File: src/shared/power_clock_pkg.sv
package power_clock_pkg;

   // Register byte offsets
   localparam logic [7:0] reset_control_off     = 8'h00;
   localparam logic [7:0] clock_divisor_off     = 8'h04;
   localparam logic [7:0] oscillator_control_off = 8'h08;
   localparam logic [7:0] module_disable_off    = 8'h0c;
   localparam logic [7:0] stop_in_idle_off      = 8'h10;
   localparam logic [7:0] power_status_off      = 8'h14;

   // Reset control fields
   localparam int main_reg_stby_pos  = 8;
   localparam int flash_reg_stby_pos = 11;

   // Clock divisor fields
   localparam int recover_on_int_pos = 15;
   localparam int doze_ratio_hi      = 14;
   localparam int doze_ratio_lo      = 12;
   localparam int doze_enable_pos    = 11;

   // Oscillator control fields
   localparam int new_osc_hi = 10;
   localparam int new_osc_lo = 8;
   localparam int cur_osc_hi = 2;
   localparam int cur_osc_lo = 0;

   // Stop-in-idle bit of timer one, as kept in its control register
   localparam int timer_stop_in_idle_pos = 13;

   // Status fields
   localparam int stat_state_lo = 0;
   localparam int stat_sleep_pos = 2;
   localparam int stat_doze_pos  = 3;
   localparam int stat_cur_osc_lo = 4;

   // Reset values
   localparam logic [2:0] doze_ratio_rst = 3'h0;
   localparam logic [2:0] osc_sel_rst    = 3'h0;

   // Wake-up delay from Sleep or Idle, in clock cycles (2 to 4 allowed)
   localparam int wake_delay_cycles = 2;
   localparam int wake_delay_min    = 2;
   localparam int wake_delay_max    = 4;
   localparam int doze_count_w      = 7;

   typedef enum logic [1:0] {
      ps_run   = 2'b00,
      ps_enter = 2'b01,
      ps_low   = 2'b11,
      ps_wake  = 2'b10
   } power_state_t;

   typedef struct packed {
      logic       main_reg_active;
      logic       flash_reg_active;
      logic       recover_on_int;
      logic [2:0] doze_ratio;
      logic       doze_enable;
      logic [2:0] new_osc_sel;
   } ctrl_regs_t;

   typedef struct packed {
      logic cpu_clk_en;
      logic sys_clk_run;
      logic onchip_osc_on;
      logic low_power_rc_run;
      logic fail_safe_active;
      logic main_reg_standby;
      logic flash_reg_standby;
   } clock_out_t;

endpackage : power_clock_pkg

File: src/rtl/power_saving_clock_control.sv
// The register offsets and the APB slave port were chosen for this implementation.
`timescale 1ns/1ps
`default_nettype none
module power_saving_clock_control #(
   parameter int          num_periph   = 8,
   parameter logic [31:0] present_mask = 32'h0000_00ff,
   parameter logic [31:0] ext_clk_mask = 32'h0000_0000,
   parameter int          wake_cycles  = power_clock_pkg::wake_delay_cycles
) (
   // Clock, reset, enable
   input  wire logic                  pclk,
   input  wire logic                  presetn,
   input  wire logic                  clk_en,
   // APB slave
   input  wire logic                  psel,
   input  wire logic                  penable,
   input  wire logic                  pwrite,
   input  wire logic [7:0]            paddr,
   input  wire logic [31:0]           pwdata,
   output logic                       pready,
   output logic [31:0]                prdata,
   output logic                       pslverr,
   // CPU core side
   input  wire logic                  power_save_instruction,
   input  wire logic                  power_save_sleep,
   input  wire logic                  irq_pending,
   input  wire logic                  watchdog_timer_en,
   input  wire logic                  watchdog_timer_timeout,
   input  wire logic                  fail_safe_clock_monitor_en,
   input  wire logic                  clock_config_locked,
   input  wire logic                  osc_switch_done,
   output logic                       irq_hold,
   output logic                       cpu_resume,
   output logic                       watchdog_timer_clear,
   output logic                       osc_switch_start,
   output logic [2:0]                 osc_switch_sel,
   // Clock and power outputs
   output power_clock_pkg::clock_out_t clk_out,
   // Peripheral side
   output logic [num_periph-1:0]      periph_clk_en,
   output logic [num_periph-1:0]      periph_regs_en
);
   import power_clock_pkg::*;

   typedef struct packed {
      power_state_t              state;
      logic                      in_sleep;
      ctrl_regs_t                ctrl;
      logic [num_periph-1:0]     module_disable;
      logic [num_periph-1:0]     md_effective;
      logic [num_periph-1:0]     stop_in_idle;
      logic [2:0]                cur_osc;
      logic [2:0]                saved_osc;
      logic [2:0]                wake_cnt;
      logic [doze_count_w-1:0]   doze_cnt;
      logic                      resume;
      logic                      wdt_clear;
      logic                      sw_start;
      logic [31:0]               rdata;
      logic                      rerr;
   } state_t;

   state_t r_reg;
   state_t r_next;

   // Elaboration checks
   if (num_periph < 1 || num_periph > 32) begin : g_bad_num
      $error("num_periph must be 1 to 32");
   end
   if (wake_cycles < wake_delay_min || wake_cycles > wake_delay_max) begin : g_bad_wake
      $error("wake_cycles must be 2 to 4");
   end

   // Unmapped offsets answer with an error, not silence
   function automatic logic mapped(input logic [7:0] a);
      mapped = (a == reset_control_off) || (a == clock_divisor_off) ||
               (a == oscillator_control_off) || (a == module_disable_off) ||
               (a == stop_in_idle_off) || (a == power_status_off);
   endfunction : mapped

   function automatic logic [31:0] read_word(input state_t s, input logic [7:0] a);
      logic [31:0] w;
      w = 32'h0000_0000;
      case (a)
         reset_control_off: begin
            w[main_reg_stby_pos]  = s.ctrl.main_reg_active;
            w[flash_reg_stby_pos] = s.ctrl.flash_reg_active;
         end
         clock_divisor_off: begin
            w[recover_on_int_pos]           = s.ctrl.recover_on_int;
            w[doze_ratio_hi:doze_ratio_lo]  = s.ctrl.doze_ratio;
            w[doze_enable_pos]              = s.ctrl.doze_enable;
         end
         oscillator_control_off: begin
            w[new_osc_hi:new_osc_lo] = s.ctrl.new_osc_sel;
            w[cur_osc_hi:cur_osc_lo] = s.cur_osc;
         end
         module_disable_off: begin
            w[num_periph-1:0] = s.module_disable;
         end
         stop_in_idle_off: begin
            w[num_periph-1:0] = s.stop_in_idle;
         end
         power_status_off: begin
            w[stat_state_lo +: 2]          = s.state;
            w[stat_sleep_pos]              = s.in_sleep;
            w[stat_doze_pos]               = s.ctrl.doze_enable;
            w[stat_cur_osc_lo +: 3]        = s.cur_osc;
         end
         default: w = 32'h0000_0000;
      endcase
      read_word = w;
   endfunction : read_word

   logic                  setup_phase;
   logic                  wr_access;
   logic                  wake_event;
   logic                  low_sleep;
   logic                  low_idle;
   logic                  doze_tick;
   logic                  in_run;
   logic [doze_count_w-1:0] doze_mask;

   // Setup decode needs no enable; frozen state ignores it
   assign setup_phase = psel && !penable;
   assign wr_access   = psel && penable && pwrite && clk_en;
   assign wake_event  = irq_pending || watchdog_timer_timeout;
   assign low_sleep   = (r_reg.state == ps_low) && r_reg.in_sleep;
   assign low_idle    = (r_reg.state == ps_low) && !r_reg.in_sleep;
   // Run decode shared by doze, switch and clock paths
   assign in_run      = (r_reg.state == ps_run);
   // divide by two to the n
   assign doze_mask   = doze_count_w'((8'h01 << r_reg.ctrl.doze_ratio) - 8'h01);
   assign doze_tick   = (r_reg.doze_cnt & doze_mask) == '0;

   always_comb begin
      r_next           = r_reg;
      r_next.resume    = 1'b0;
      r_next.wdt_clear = 1'b0;
      r_next.sw_start  = 1'b0;

      // Register read data latched in setup, so prdata is a flop
      if (setup_phase) begin
         r_next.rdata = read_word(r_reg, paddr);
         r_next.rerr  = !mapped(paddr);
      end

      if (wr_access) begin
         case (paddr)
            reset_control_off: begin
               r_next.ctrl.main_reg_active  = pwdata[main_reg_stby_pos];
               r_next.ctrl.flash_reg_active = pwdata[flash_reg_stby_pos];
            end
            clock_divisor_off: begin
               r_next.ctrl.doze_enable    = pwdata[doze_enable_pos];
               r_next.ctrl.doze_ratio     = pwdata[doze_ratio_hi:doze_ratio_lo];
               r_next.ctrl.recover_on_int = pwdata[recover_on_int_pos];
            end
            oscillator_control_off: begin
               if (!clock_config_locked) begin
                  r_next.ctrl.new_osc_sel = pwdata[new_osc_hi:new_osc_lo];
                  r_next.sw_start         = 1'b1;
               end
            end
            module_disable_off: begin
               // Bit lands now; module sees it a cycle later
               r_next.module_disable = pwdata[num_periph-1:0];
            end
            stop_in_idle_off: begin
               r_next.stop_in_idle = pwdata[num_periph-1:0];
            end
            default: begin
            end
         endcase
      end

      // one cycle from bit to module
      r_next.md_effective = r_reg.module_disable;

      // Switch completion ignored while halted
      if (osc_switch_done && in_run) begin
         r_next.cur_osc = r_reg.ctrl.new_osc_sel;
      end

      // doze counter paces CPU clock only
      // Counter runs on over ratio changes, no restart
      if (in_run && r_reg.ctrl.doze_enable) begin
         r_next.doze_cnt = r_reg.doze_cnt + 1'b1;
      end else begin
         r_next.doze_cnt = '0;
      end

      // interrupt ends doze if enabled
      // Hardware clear wins over a same-cycle write
      if (r_reg.ctrl.recover_on_int && irq_pending && in_run) begin
         r_next.ctrl.doze_enable = 1'b0;
      end

      case (r_reg.state)
         ps_run: begin
            if (power_save_instruction) begin
               r_next.state     = ps_enter;
               r_next.in_sleep  = power_save_sleep;
               r_next.saved_osc = r_reg.cur_osc;
               r_next.wdt_clear = watchdog_timer_en;
            end
         end
         // entry always completes first
         // Interrupts wait here; the core keeps them pending
         ps_enter: r_next.state = ps_low;
         ps_low: begin
            if (wake_event) begin
               r_next.state    = ps_wake;
               // Counting from one makes wake_cycles the stay
               r_next.wake_cnt = 3'h1;
               r_next.cur_osc  = r_reg.saved_osc;
            end
         end
         ps_wake: begin
            if (r_reg.wake_cnt >= 3'(wake_cycles)) begin
               r_next.state    = ps_run;
               r_next.in_sleep = 1'b0;
               r_next.resume   = 1'b1;
               r_next.wake_cnt = 3'h0;
            end else begin
               r_next.wake_cnt = r_reg.wake_cnt + 3'h1;
            end
         end
         default: r_next.state = ps_run;
      endcase
   end

   always_ff @(posedge pclk or negedge presetn) begin
      if (!presetn) begin
         r_reg.state                 <= ps_run;
         r_reg.in_sleep              <= 1'b0;
         r_reg.ctrl.main_reg_active  <= 1'b0;
         r_reg.ctrl.flash_reg_active <= 1'b0;
         r_reg.ctrl.recover_on_int   <= 1'b0;
         r_reg.ctrl.doze_ratio       <= doze_ratio_rst;
         r_reg.ctrl.doze_enable      <= 1'b0;
         r_reg.ctrl.new_osc_sel      <= osc_sel_rst;
         r_reg.module_disable        <= '0;
         r_reg.md_effective          <= '0;
         r_reg.stop_in_idle          <= '0;
         r_reg.cur_osc               <= osc_sel_rst;
         r_reg.saved_osc             <= osc_sel_rst;
         r_reg.wake_cnt              <= 3'h0;
         r_reg.doze_cnt              <= '0;
         r_reg.resume                <= 1'b0;
         r_reg.wdt_clear             <= 1'b0;
         r_reg.sw_start              <= 1'b0;
         r_reg.rdata                 <= 32'h0000_0000;
         r_reg.rerr                  <= 1'b0;
      // Enable low freezes every bit, pulses included
      end else if (clk_en) begin
         r_reg <= r_next;
      end
   end

   // Zero wait states; held off while frozen
   assign pready  = psel && penable && clk_en;
   assign prdata  = r_reg.rdata;
   assign pslverr = r_reg.rerr;

   assign cpu_resume           = r_reg.resume;
   assign watchdog_timer_clear = r_reg.wdt_clear;
   assign osc_switch_start     = r_reg.sw_start;
   assign osc_switch_sel       = r_reg.ctrl.new_osc_sel;
   assign irq_hold             = (r_reg.state == ps_enter);

   always_comb begin
      // Sleep stops system clock and oscillator
      clk_out.sys_clk_run   = !low_sleep;
      clk_out.onchip_osc_on = !low_sleep;

      // CPU halted in Sleep and Idle
      clk_out.cpu_clk_en    = in_run &&
                              (!r_reg.ctrl.doze_enable || doze_tick);
      // RC clock in Sleep with watchdog
      // RC clock in Idle with watchdog or monitor
      if (low_sleep) begin
         clk_out.low_power_rc_run = watchdog_timer_en;
      end else begin
         clk_out.low_power_rc_run = watchdog_timer_en || fail_safe_clock_monitor_en;
      end

      clk_out.fail_safe_active  = fail_safe_clock_monitor_en && !low_sleep;
      // standby when bit clear
      // Regulators idle only in Sleep, never in Idle
      clk_out.main_reg_standby  = low_sleep && !r_reg.ctrl.main_reg_active;
      clk_out.flash_reg_standby = low_sleep && !r_reg.ctrl.flash_reg_active;
   end

   genvar gi;
   generate
      for (gi = 0; gi < num_periph; gi++) begin : g_periph
         // Delayed copy keeps clock and register enable together
         // present and not disabled
         assign periph_regs_en[gi] = present_mask[gi] && !r_reg.md_effective[gi];
         // only external-clock peripherals run in Sleep
         assign periph_clk_en[gi]  = periph_regs_en[gi] &&
                                     !(low_idle && r_reg.stop_in_idle[gi]) &&
                                     !(low_sleep && !ext_clk_mask[gi]);
      end
   endgenerate

endmodule : power_saving_clock_control
`default_nettype wire

File: config.mk
export PLATFORM = sky130hd
export DESIGN_NAME = power_saving_clock_control
export DESIGN_NICKNAME = d
export VERILOG_FILES = /design/src/shared/power_clock_pkg.sv /design/src/rtl/power_saving_clock_control.sv
export SDC_FILE = /design/constraint.sdc
export NUM_CORES = 1
export LEC_CHECK = 0
export ABC_AREA = 1
export BUFFER_PORTS_ARGS = -buffer_cell sky130_fd_sc_hd__buf_2
export CORE_MARGIN = 1.5
export CORE_UTILIZATION = 56
export DETAILED_ROUTE_END_ITERATION = 8
export GPL_TIMING_DRIVEN = 0
export HOLD_SLACK_MARGIN = 0.12
export PLACE_DENSITY = 0.87
export RECOVER_POWER = 25
export SLEW_MARGIN = 40
export SYNTH_ARGS = -nofsm -noshare
export SYNTH_HDL_FRONTEND = slang
export SYNTH_SLANG_ARGS = --single-unit
export TNS_END_PERCENT = 50
File: constraint.sdc
create_clock -name pclk -period 2.4 [get_ports pclk]
set_input_delay 0.48 -clock pclk [delete_from_list [all_inputs] [get_ports pclk]]
set_output_delay 0.48 -clock pclk [all_outputs]
set_load 0.05 [all_outputs]
==> impl_summary.log, run 1 <==
[metrics] core area: 6870 µm²
[metrics] most area-consuming cells after synthesis: dfrtp_1 45%, nand2_1 12%, buf_4 6.9%
[metrics] via count: approximately 3600
[metrics] utilization of the core after routing: between 70% and 80%
[metrics] count of warnings emitted by yosys: 0
[metrics] TritonCTS Buffers: 9
[metrics] first-pass iteration count of the detailed router: 5
[metrics] highest fanout seen on the critical path: 8
[metrics] run status: finished, final reports clean
[metrics] count of unresolved DRC violations after routing: 0
[metrics] DIE AREA: approximately 7700 µm²
[metrics] number of synthesized register bits: 73
[metrics] horizontal extent of the die: between 80 and 90 µm
[metrics] Main synth FF type: dfrtp_1
[metrics] Power Dens Cells: between 700 and 800 nW/µm²
[metrics] sort of element at the end of the critical path: primary output
[metrics] largest net degree at the start of global routing: 51
[metrics] number of cells produced by synthesis: between 400 and 500
[metrics] fraction of layout cells with a size suffix above 1: about 33%
[metrics] Final Hold Fails: 0
[metrics] final estimated routing congestion in global placement: 0.836
[metrics] post-synthesis sequential area ratio: between 40 and 50%
[metrics] post-detailed-route via-to-cell ratio: slightly above 5
[metrics] first-pass GRT wire length: 16400 µm
[metrics] HPWL Detailed: approximately 7500 µm
[metrics] Worst-Margin Slew: 1.31 ns
[metrics] DR WL/cell: 14.4 µm
[metrics] cell chosen for the clock root: clkbuf_8
[metrics] final sum of negative setup slack: 0 ns
[metrics] post-synthesis to final-layout area growth: 23.5%
[metrics] final critical path time including I/O delays and setup: between 2 and 2.5 ns
[metrics] starting density of the core: between 50% and 60%
[metrics] kind of start point of the critical path: flip-flop
[metrics] data required time at the worst endpoint: approximately 1.9 ns
[metrics] total power: 3.76 mW
[metrics] Worst-Skew Late Latency: between 0.3 and 0.4 ns
[metrics] leading cell types by count after synthesis: 130 x nand2_1, 73 x dfrtp_1, 45 x nand3_1, 43 x inv_1, 37 x buf_4
[metrics] EDFF count, synth: 0
[metrics] number of global-route vias before repair: around 3500
[metrics] static leakage: ~2.7 nW
[metrics] number of flip-flops under the largest register name: 42
[metrics] CTS sink cnt: 73
[metrics] clock transition at the register clock pins on the worst setup and hold paths after CTS: 0.08 ns
[metrics] combined global-route utilization of all metal layers: 28.0%
[metrics] Slew Viols, Final: 0
[metrics] async set-or-reset flop fraction in the synthesized netlist: 100%
[metrics] worst vdd rail ir drop: about 0.39 mV
[metrics] total placed instance area: between 4000 and 5000 µm²
[metrics] count of antenna diodes in the layout: 0
[metrics] H-tree level count: 3
[metrics] largest clock skew in the final design: between 0.01 and 0.015 ns
[metrics] IO Count: 118
[metrics] Crit Path Class: reg -> out
[metrics] fmax: 0.417 GHz
[metrics] count of buffers from port buffering: 85
[metrics] total grt overflow: 0
[metrics] Layout Nets: 659
[metrics] Avg Inst Size Synth: just over 8 µm²
[metrics] Die Ht: 87.8 µm
[metrics] FILL cells: between 500 and 600
[metrics] maximum number of buffers from clock root to sink: 2
[metrics] Final Instance Area: 4970 µm²
[metrics] Routed Wire Length: roughly 10000 µm
[metrics] final std cells w/o fill: ~700
[metrics] post-synthesis cell area: around 4000 µm²
[metrics] proportion of netlist area held by the largest area contributor: a little under half
[metrics] relative max-transition margin: roughly an eighth
[metrics] TritonCTS clock tree: built
[metrics] count of final setup violators: 0
[metrics] number of rows in the core area: 30
[metrics] detailed router's first-iteration violation count: 360
[metrics] max-capacitance violation count: 0
[metrics] Synth cell types: 37
[metrics] ANT nets after route: 0
[metrics] Crit path arrival time: 1.92 ns
[metrics] initial antenna violation count: 0
[metrics] count of placed standard cells including taps: between 600 and 700
[metrics] library cell with the largest summed area after synthesis: dfrtp_1
[metrics] period utilization: about 100%
[metrics] most used standard cell by instance count after synthesis: nand2_1
[metrics] worst hold path class: in -> reg
-- cell type report --
type	instances	area [µm²]	share of cell area [%]
Clock buffer	13	149	3.00
Multi-Input combinational cell	331	1770	35.7
Inverter	52	203	4.08
Clock inverter	3	40.0	0.806
Buffer	45	339	6.82
Timing Repair Buffer	90	517	10.4
Sequential cell	73	1830	36.8
Tap cell	96	120	2.42
-- cell families (layout without fill, tap and decap cells) --
group	Yosys count	count (layout)	share of synthesized area, %
buf+inv	97	203	13.4
fa+ha+maj	3	3	0.933
compound gates	74	74	10.9
simple gates	238	238	29.3
other cells	1	16	0.0932
flops	73	73	45.4
-- critical path, stage by stage, from the launching register on --
cell and delay [ns]:
dfrtp_1 0.35, buf_6 0.15, nand2_2 0.10, nor2_2 0.52
a211oi_2 0.18, buf_2 0.25
-- cell usage in the layout (no fill, tap or decap), types with 3 or more instances in the layout --
cell	count
nand3_1	45
o21ai_0	35
inv_1	42
a211oi_2	7
dfrtp_1	72
a21oi_1	13
buf_6	10
buf_2	78
clkbuf_1	7
nand2_1	129
clkbuf_8	10
ha_1	3
nor3_1	5
nor2_4	8
nand2_2	8
nor2_2	7
inv_2	7
clkinv_2	3
conb_1	16
nor3b_1	3
nor2_1	19
o21ai_1	7
nor2_8	3
buf_4	41
nand2_4	7
-- final timing paths --
path / from / to / slack [ns] / depth (start not counted)
max in group asynchronous: presetn / r_reg[87]$_DFFE_PN0P_ / 0.38 / 3
setup reg to reg: r_reg[43]$_DFFE_PN0P_ / r_reg[47]$_DFFE_PN0P_ / 0.97 / 9
hold / removal: pwdata[14] / r_reg[82]$_DFFE_PN0P_ / 0.32 / 3
hold reg to reg: osc_switch_start$_DFFE_PN0P_ / osc_switch_start$_DFFE_PN0P_ / 0.49 / 2
setup / recovery: r_reg[88]$_DFFE_PN0P_ / periph_clk_en[2] / 0.004 / 5
min in group asynchronous: presetn / r_reg[67]$_DFFE_PN0P_ / 0.93 / 2
-- power by group --
group	total, mW	switching [mW]	internal (mW)
Combinational	1.32	0.927	0.390
Clock	0.972	0.465	0.507
Sequential	1.47	0.118	1.35
Total	3.76	1.51	2.25
-- what timing repair did --
action,CTS,global route
hold buffers,1,0
setup endpoints to repair,8,6
buffers inserted,1,2
resized for setup,13,4
hold endpoints to repair,23,0
pin swaps,0,0
-- routing by layer --
layer,routed length (µm),track usage [%],vias to the layer above
li1,-,-,1747
met1,4210,36.3,1693
met2,4890,45.0,169
met3,800,6.97,20
met4,240,11.5,0
met5,0,0,-
-- metrics by stage --
| step | hold slack (ns) | worst slack (ns) |
|---|---|---|
| after CTS | 0.317 | 0.0344 |
| final | 0.318 | 0.00436 |
| after floorplan | 0.184 | -0.148 |
| after global placement | 0.460 | 0.121 |
| after global routing | 0.330 | -0.000266 |
| after detailed placement | 0.354 | 0.175 |
No activity file was read; power rests on OpenSTA's default activity.
==> run 2, diff against run 1 <==
- ABC_AREA: 1 -> unset
- CAP_MARGIN: unset -> 10
- CORE_UTILIZATION: 56 -> 55
==> run 2 against run 1 <==
Against the previous run:
- die area decreased by 4.9%
- highest routed layer unchanged
- the run now ends with DRC, capacitance limit, slew limit left
- worst hold slack improved by 0.037 ns
- sequential cell count unchanged
- global-route usage fell by 3.2 points
- sequential share of layout area rose by 3.6 points
- combinational power shrank 7%
- synthesized area fell by 6.8%
- first-iteration DRC count is 34% lower
- critical path depth decreased by 1
- sequential power about the same
- clock power shrank 18%
==> impl_summary.log, run 2 <==
[metrics] run status: finished with violations (was finished, final reports clean)
[metrics] violations in the final reports: DRC, capacitance limit, slew limit
[metrics] data required time at the worst endpoint: 1.92 ns (about the same)
[metrics] Reg2Reg Launch Point: r_reg[87]$_DFFE_PN0P_ (was r_reg[43]$_DFFE_PN0P_)
[metrics] fmax: 0.427 GHz (was 0.417 GHz)
[metrics] number of rows in the core area: 29 (was 30)
[metrics] count of buffers from port buffering: 81 (was 85)
[metrics] period utilization: 97.5% (was 99.8%)
[metrics] count of warnings emitted by yosys: 0 (unchanged)
[metrics] Slew Viols, Final: 29 (was 0)
[metrics] critical path depth in cells: 4 (was 5)
[metrics] post-detailed-route via-to-cell ratio: 5.59 (was 5.16)
[metrics] final critical path time including I/O delays and setup: 2.34 ns (was 2.40 ns)
[metrics] source of the worst hold timing path: pwdata[10] (was pwdata[14])
[metrics] area used by sequential logic in the layout: 1830 µm² (unchanged)
[metrics] final estimated routing congestion in global placement: 0.930 (was 0.836)
[metrics] relative max-transition margin: -8.21% (was 12.8%)
[metrics] cell chosen for the clock root: clkbuf_8 (unchanged)
[metrics] largest clock skew in the final design: 0.00753 ns (was 0.0117 ns)
[metrics] worst vdd rail ir drop: 0.512 mV (was 0.392 mV)
[metrics] async set-or-reset flop fraction in the synthesized netlist: 100% (unchanged)
[metrics] sort of element at the end of the critical path: primary output (unchanged)
[metrics] Power Dens Cells: 769 nW/µm² (was 756 nW/µm²)
[metrics] DR WL/cell: 15.9 µm (was 14.4 µm)
[metrics] slowest cell delay on critical path: 0.45 ns (was 0.52 ns)
[metrics] Routed Wire Length: 8780 µm (was 10100 µm)
[metrics] number of cells traversed by the worst hold path: 2 (was 3)
[metrics] static leakage: 2.31 nW (was 2.74 nW)
[metrics] worst-case register-to-register setup slack: 0.73 ns (was 0.97 ns)
[metrics] count of antenna diodes in the layout: 0 (unchanged)
[metrics] FILL cells: 481 (was 536)
[metrics] first-pass GRT wire length: 13900 µm (was 16400 µm)
[metrics] leading cell types by count after synthesis: 73 x dfrtp_1, 42 x nand2_1, 36 x buf_4, 28 x mux2_2, 21 x a21oi_1 (was 130 x nand2_1, 73 x dfrtp_1, 45 x nand3_1, 43 x inv_1, 37 x buf_4)
[metrics] TritonCTS clock tree: built (unchanged)
[metrics] Crit Path Class: reg -> out (unchanged)
[metrics] Layout Nets: 530 (was 659)
[metrics] combined global-route utilization of all metal layers: 24.8% (was 28.0%)
[metrics] Crit path arrival time: 1.86 ns (was 1.92 ns)
[metrics] reg2reg path depth: 5 (was 9)
[metrics] post-synthesis cell area: 3750 µm² (was 4030 µm²)
[metrics] TritonCTS Buffers: 9 (unchanged)
[metrics] number of cells produced by synthesis: 365 (was 486)
[metrics] HPWL Detailed: 6480 µm (was 7480 µm)
[metrics] worst hold path class: in -> reg (unchanged)
[metrics] initial antenna violation count: 0 (unchanged)
[metrics] largest net degree at the start of global routing: 46 (was 51)
[metrics] number of synthesized register bits: 73 (unchanged)
[metrics] Synth cell types: 50 (was 37)
[metrics] Final Hold Fails: 0 (unchanged)
[metrics] number of flip-flops under the largest register name: 42 (unchanged)
[metrics] detailed router's first-iteration violation count: 239 (was 360)
[metrics] Worst-Margin Slew: 1.62 ns (was 1.31 ns)
[metrics] crit path buf inv count: 1 (was 2)
[metrics] CTS sink cnt: 73 (unchanged)
[metrics] horizontal extent of the die: 85.6 µm (was 87.8 µm)
[metrics] total grt overflow: 0 (unchanged)
[metrics] Worst-Skew Late Latency: 0.35 ns (was 0.36 ns)
[metrics] end of the worst register-to-register path: r_reg[51]$_DFFE_PN0P_ (was r_reg[47]$_DFFE_PN0P_)
[metrics] EDFF count, synth: 0 (unchanged)
[metrics] core area: 6460 µm² (was 6870 µm²)
[metrics] proportion of netlist area held by the largest area contributor: 48.7% (was 45.4%)
[metrics] post-synthesis to final-layout area growth: 20.5% (was 23.5%)
[metrics] Avg Inst Size Synth: 10.3 µm² (was 8.28 µm²)
[metrics] ANT nets after route: 0 (unchanged)
[metrics] IO Count: 118 (unchanged)
[metrics] list of cells traversed by the critical path: o41ai_2 -> nand2_1 -> a2111oi_4 -> buf_6 (was buf_6 -> nand2_2 -> nor2_2 -> a211oi_2 -> buf_2)
[metrics] Top delay family on crit path: compound AO/OA/AOI/OAI gates (was simple AND/OR/NAND/NOR gates)
[metrics] post-synthesis sequential area ratio: 48.7% (was 45.4%)
[metrics] library cell with the largest summed area after synthesis: dfrtp_1 (unchanged)
[metrics] fraction of layout cells with a size suffix above 1: 38.9% (was 33.1%)
[metrics] total placed instance area: 4340 µm² (was 4700 µm²)
[metrics] final sum of negative setup slack: 0 ns (unchanged)
[metrics] most common cell after layout, fill and taps aside: buf_2 (was nand2_1)
[metrics] first-pass iteration count of the detailed router: 7 (was 5)
[metrics] Final Instance Area: 4520 µm² (was 4970 µm²)
[metrics] highest fanout seen on the critical path: 5 (was 8)
[metrics] most used standard cell by instance count after synthesis: dfrtp_1 (was nand2_1)
[metrics] DIE AREA: 7320 µm² (was 7710 µm²)
[metrics] most area-consuming cells after synthesis: dfrtp_1 49%, mux2_2 8.4%, buf_4 7.2% (was dfrtp_1 45%, nand2_1 12%, buf_4 6.9%)
[metrics] maximum number of buffers from clock root to sink: 2 (unchanged)
[metrics] starting density of the core: 58.1% (was 58.6%)
[metrics] kind of start point of the critical path: flip-flop (unchanged)
[metrics] via count: 3090 (was 3629)
[metrics] count of final setup violators: 0 (unchanged)
[metrics] slowest cell on the critical path: dfrtp_2 (was nor2_2)
[metrics] leading cell types in the layout, fill and taps excluded: 83 x buf_2, 72 x dfrtp_1, 41 x nand2_1 (was 129 x nand2_1, 78 x buf_2, 72 x dfrtp_1)
[metrics] Setup Fix Bufs, Post-CTS: 0 (was 1)
[metrics] utilization of the core after routing: 70.0% (was 72.3%)
[metrics] count of unresolved DRC violations after routing: 12 (was 0)
[metrics] clock transition at the register clock pins on the worst setup and hold paths after CTS: 0.07 ns (was 0.08 ns)
[metrics] max-capacitance violation count: 1 (was 0)
[metrics] area occupied by multi-input gates: 1620 µm² (was 1770 µm²)
[metrics] Main synth FF type: dfrtp_1 (unchanged)
[metrics] H-tree level count: 3 (unchanged)
[metrics] number of global-route vias before repair: 2860 (was 3491)
[metrics] Hold Crit Endpoint: osc_switch_sel[2]$_DFFE_PN0P_ (was r_reg[82]$_DFFE_PN0P_)
[metrics] final-layout worst hold slack: 0.355 ns (was 0.318 ns)
[metrics] Die Ht: 85.6 µm (was 87.8 µm)
## run 2: changes by cell type after synthesis, moves of 8 or more
cell | before | now
nand2_1 | 130 | 42
nand3_1 | 45 | 5
inv_1 | 43 | 13
mux2_2 | 0 | 28
o21ai_0 | 35 | 15
mux2i_1 | 0 | 11
or2_2 | 0 | 9
a211oi_1 | 8 | 0
a21oi_1 | 13 | 21
clkbuf_1 | 3 | 11
nand2_2 | 8 | 0
nor2_4 | 8 | 0
## run 2: cell type report
class	count	area share, %
clock buffers	10	2.82
repair buffers	83	9.74
inverters	13	1.08
plain buffers	51	7.50
flip-flops and latches	73	40.4
clock inverters	4	0.498
well taps	77	2.13
multi-input cells	242	35.8
## run 2: per-stage QoR
step	cells	power [mW]	setup WS, ns
6_report	553	3.48	0.0592
5_1_grt	553	3.63	-0.0229
4_1_cts	553	3.46	0.00318
3_5_place_dp	539	2.67	0.164
3_3_place_gp	538	2.62	0.182
2_1_floorplan	380	2.37	-0.0524
## run 2: cell families (layout without fill, tap and decap cells)
logic type	Yosys count	count (layout)	synth area share, %
DFF	73	73	48.7
and+or+nand+nor	108	108	15.4
AOI/OAI and AO/OA	72	72	12.0
xor gates and xnor gates	4	4	0.934
other	1	16	0.100
buffers and inverters	65	161	10.4
adders and majority gates	3	3	1.00
muxes	39	39	11.3
## run 2: report_power, final
part	internal, mW	leakage (nW)	total (mW)	switching, mW
clock	0.358	0.0778	0.800	0.442
combinational	0.389	1.25	1.23	0.846
sequential	1.34	0.989	1.44	0.102
## run 2: timing repair
action,4_1_cts,5_1_grt
setup endpoints to repair,2,1
endpoints found under the hold margin,28,0
pin swaps,1,3
resized for setup,2,4
hold buffers,1,0
## run 2: how the worst max path moves through the flow
| stage | start | end | slack (ns) |
|---|---|---|---|
| floorplan | r_reg[80]$_DFFE_PN0P_ | clk_out[6] | -0.05 |
| global placement | paddr[1] | r_next[62]$_DFFE_PN0P_ | 0.18 |
| detailed placement | paddr[1] | r_reg[53]$_DFFE_PN0P_ | 0.16 |
| CTS | r_reg[39]$_DFFE_PN0P_ | clk_out[6] | 0.003 |
| global route | r_reg[36]$_DFFE_PN0P_ | clk_out[6] | -0.02 |
| finish | r_reg[36]$_DFFE_PN0P_ | clk_out[6] | 0.06 |
## run 2: worst register-to-register path, stage by stage, from the launching register on
cell	delay, ns
dfrtp_1	0.38
clkbuf_1	0.39
o211ai_1	0.29
a21oi_1	0.33
nor2_1	0.10
a21oi_1	0.12
## run 2: layer usage
metal  vias up  global-route usage, %  wire (µm)
met5         -                      0          0
met4         0                   11.4        191
met3        15                   5.20        741
met2       152                   39.5       4140
met1      1479                   32.8       3700
li1       1444                      -          -
==> run 3, diff against run 2 <==
- CORE_UTILIZATION: 55 -> 51
- PLACE_DENSITY: 0.87 -> 0.82
==> run 3 against run 2 <==
Against the previous run:
- cell count up 5.2%
- critical endpoint unchanged
- combinational power about the same
- via count down 0.68%
- sequential share of layout area down 1.3 points
- count of clock-buffer cells in the layout up 1
- critical path type unchanged
- fmax down 2.1%
- the flow now finishes without violations
- sequential cell count unchanged
- critical path depth unchanged
==> impl_summary.log, run 3 (synthesis results as in run 2) <==
[metrics] run status: finished, final reports clean (was finished with violations)
[metrics] area occupied by multi-input gates: 1650 µm² (was 1620 µm²)
[metrics] Most Crowded Layer GR: met2 (unchanged)
[metrics] H-tree level count: 3 (unchanged)
[metrics] static leakage: 2.40 nW (was 2.31 nW)
[metrics] starting density of the core: 52.3% (was 58.1%)
[metrics] Crit path arrival time: 1.91 ns (was 1.86 ns)
[metrics] source of the worst hold timing path: pwdata[12] (was pwdata[10])
[metrics] sort of element at the end of the critical path: primary output (unchanged)
[metrics] Hold Crit Endpoint: r_reg[80]$_DFFE_PN0P_ (was osc_switch_sel[2]$_DFFE_PN0P_)
[metrics] worst vdd rail ir drop: 0.669 mV (was 0.512 mV)
[metrics] worst hold path class: in -> reg (unchanged)
[metrics] fmax: 0.418 GHz (was 0.427 GHz)
[metrics] number of cells traversed by the worst hold path: 2 (unchanged)
[metrics] horizontal extent of the die: 88.8 µm (was 85.6 µm)
[metrics] IO Count: 118 (unchanged)
[metrics] count of unresolved DRC violations after routing: 0 (was 12)
[metrics] Reg2Reg Launch Point: r_reg[87]$_DFFE_PN0P_ (unchanged)
[metrics] Die Ht: 88.8 µm (was 85.6 µm)
[metrics] post-detailed-route via-to-cell ratio: 5.27 (was 5.59)
[metrics] TritonCTS Buffers: 9 (unchanged)
[metrics] HPWL Detailed: 6790 µm (was 6480 µm)
[metrics] Final Hold Fails: 0 (unchanged)
[metrics] first-pass GRT wire length: 14000 µm (was 13900 µm)
[metrics] count of antenna diodes in the layout: 0 (unchanged)
[metrics] largest clock skew in the final design: 0.00584 ns (was 0.00753 ns)
[metrics] least setup slack across all paths after layout: 0.00902 ns (was 0.0592 ns)
[metrics] highest fanout seen on the critical path: 5 (unchanged)
[metrics] most common cell after layout, fill and taps aside: buf_2 (unchanged)
[metrics] Crit Path Class: reg -> out (unchanged)
[metrics] DIE AREA: 7880 µm² (was 7320 µm²)
[metrics] maximum number of buffers from clock root to sink: 2 (unchanged)
[metrics] Power Dens Cells: 798 nW/µm² (was 769 nW/µm²)
[metrics] largest net degree at the start of global routing: 62 (was 46)
[metrics] number of flip-flops under the largest register name: 42 (unchanged)
[metrics] number of rows in the core area: 31 (was 29)
[metrics] cell chosen for the clock root: clkbuf_8 (unchanged)
[metrics] leading cell types in the layout, fill and taps excluded: 83 x buf_2, 68 x dfrtp_1, 43 x buf_4 (was 83 x buf_2, 72 x dfrtp_1, 41 x nand2_1)
[metrics] core area: 7180 µm² (was 6460 µm²)
[metrics] count of final setup violators: 0 (unchanged)
[metrics] max-capacitance violation count: 0 (was 1)
[metrics] TritonCTS clock tree: built (unchanged)
[metrics] first-pass iteration count of the detailed router: 4 (was 7)
[metrics] met3 Resource Use GR: 4.66% (was 5.20%)
[metrics] post-synthesis to final-layout area growth: 25.0% (was 20.5%)
[metrics] worst-case register-to-register setup slack: 0.77 ns (was 0.73 ns)
[metrics] Worst-Margin Slew: 0.814 ns (was 1.62 ns)
[metrics] initial antenna violation count: 0 (unchanged)
[metrics] combined global-route utilization of all metal layers: 24.0% (was 24.8%)
[metrics] data required time at the worst endpoint: 1.92 ns (about the same)
[metrics] grt met2 use: 37.3% (was 39.5%)
[metrics] ANT nets after route: 0 (unchanged)
[metrics] number of global-route vias before repair: 2884 (was 2860)
[metrics] final critical path time including I/O delays and setup: 2.39 ns (was 2.34 ns)
[metrics] kind of start point of the critical path: flip-flop (unchanged)
[metrics] period utilization: 99.6% (was 97.5%)
[metrics] DR WL/cell: 15.9 µm (about the same)
[metrics] via count: 3069 (was 3090)
[metrics] pre-CTS setup slack: 0.146 ns (was 0.164 ns)
[metrics] RSZ-0062 raised after global routing: true
[metrics] FILL cells: 572 (was 481)
[metrics] relative max-transition margin: 45.7% (was -8.21%)
[metrics] reg2reg path depth: 5 (unchanged)
[metrics] count of buffers from port buffering: 81 (unchanged)
[metrics] Worst-Skew Late Latency: 0.35 ns (about the same)
[metrics] fraction of layout cells with a size suffix above 1: 41.6% (was 38.9%)
[metrics] final estimated routing congestion in global placement: 0.877 (was 0.930)
[metrics] clock transition at the register clock pins on the worst setup and hold paths after CTS: 0.07 ns (about the same)
[metrics] end of the worst register-to-register path: r_reg[49]$_DFFE_PN0P_ (was r_reg[51]$_DFFE_PN0P_)
[metrics] detailed router's first-iteration violation count: 262 (was 239)
[metrics] Slew Viols, Final: 0 (was 29)
[metrics] Routed Wire Length: 9240 µm (was 8780 µm)
[metrics] global-route met1 utilization: 32.2% (was 32.8%)
[metrics] area used by sequential logic in the layout: 1830 µm² (about the same)
[metrics] total grt overflow: 0 (unchanged)
[metrics] CTS sink cnt: 73 (unchanged)
[metrics] utilization of the core after routing: 65.4% (was 70.0%)
[metrics] Layout Nets: 537 (was 530)
## run 3: changes by cell type in the layout (fill, tap and decap cells not counted), moves of 2 or more
cell / delta
buf_4: +7
dfrtp_1: -4
dfrtp_2: +4
bufinv_16: +2
clkbuf_8: +2
clkinv_2: -2
## run 3: through the flow
stage | std cells | total power [mW] | TNS [ns] | hold WS [ns] | cell area (µm²)
final | 582 | 3.74 | 0 | 0.359 | 4690
after detailed placement | 561 | 2.67 | 0 | 0.311 | 4380
after CTS | 575 | 3.75 | 0 | 0.351 | 4630
after global placement | 560 | 2.62 | 0 | 0.453 | 4350
after global routing | 582 | 3.91 | -0.0736 | 0.361 | 4690
after floorplan | 380 | 2.37 | -0.0524 | 0.184 | 3820
## run 3: worst max-delay path by stage
stage | end | from | slack (ns)
global route | clk_out[6] | r_reg[38]$_DFFE_PN0P_ | -0.07
floorplan | clk_out[6] | r_reg[80]$_DFFE_PN0P_ | -0.05
CTS | clk_out[6] | r_reg[36]$_DFFE_PN0P_ | 0.01
detailed placement | r_next[62]$_DFFE_PN0P_ | paddr[1] | 0.15
finish | clk_out[6] | r_reg[38]$_DFFE_PN0P_ | 0.009
global placement | r_next[63]$_DFFE_PN0P_ | paddr[1] | 0.16
## run 3: report_power, final
part	leakage (nW)	switching, mW	internal (mW)
Combinational	1.31	0.858	0.383
Clock	0.111	0.435	0.629
Sequential	0.983	0.0954	1.34
Total	2.40	1.39	2.35
## run 3: worst max-delay path: stages (launching register included)
cell	delay, ns
dfrtp_1	0.48
o41ai_4	0.35
nand2_2	0.13
a2111oi_4	0.39
buf_6	0.21
## run 3: final cells by class
cell class              count  share of cell area, %
well taps                  99                   2.64
repair buffers             90                   10.2
clock inverters             3                   1.39
inverters                  13                   1.04
clock buffers              11                   3.23
plain buffers              51                   7.23
multi-input cells         242                   35.1
flip-flops and latches     73                   39.1
## run 3: timing repair
| item | 4_1_cts | 5_1_grt |
|---|---|---|
| hold buffers | 1 | 0 |
| pin swaps | 3 | 4 |
| endpoints found under the setup margin | 2 | 1 |
| gates resized for setup | 6 | 9 |
| setup buffers | 0 | 7 |
| hold endpoints to repair | 12 | 0 |
## run 3: routing by layer
layer | share of wire [%] | wire length [µm]
met2 | 48 | 4460
met5 | 0 | 0
met1 | 44 | 4050
met4 | 2.8 | 258
met3 | 5.2 | 477
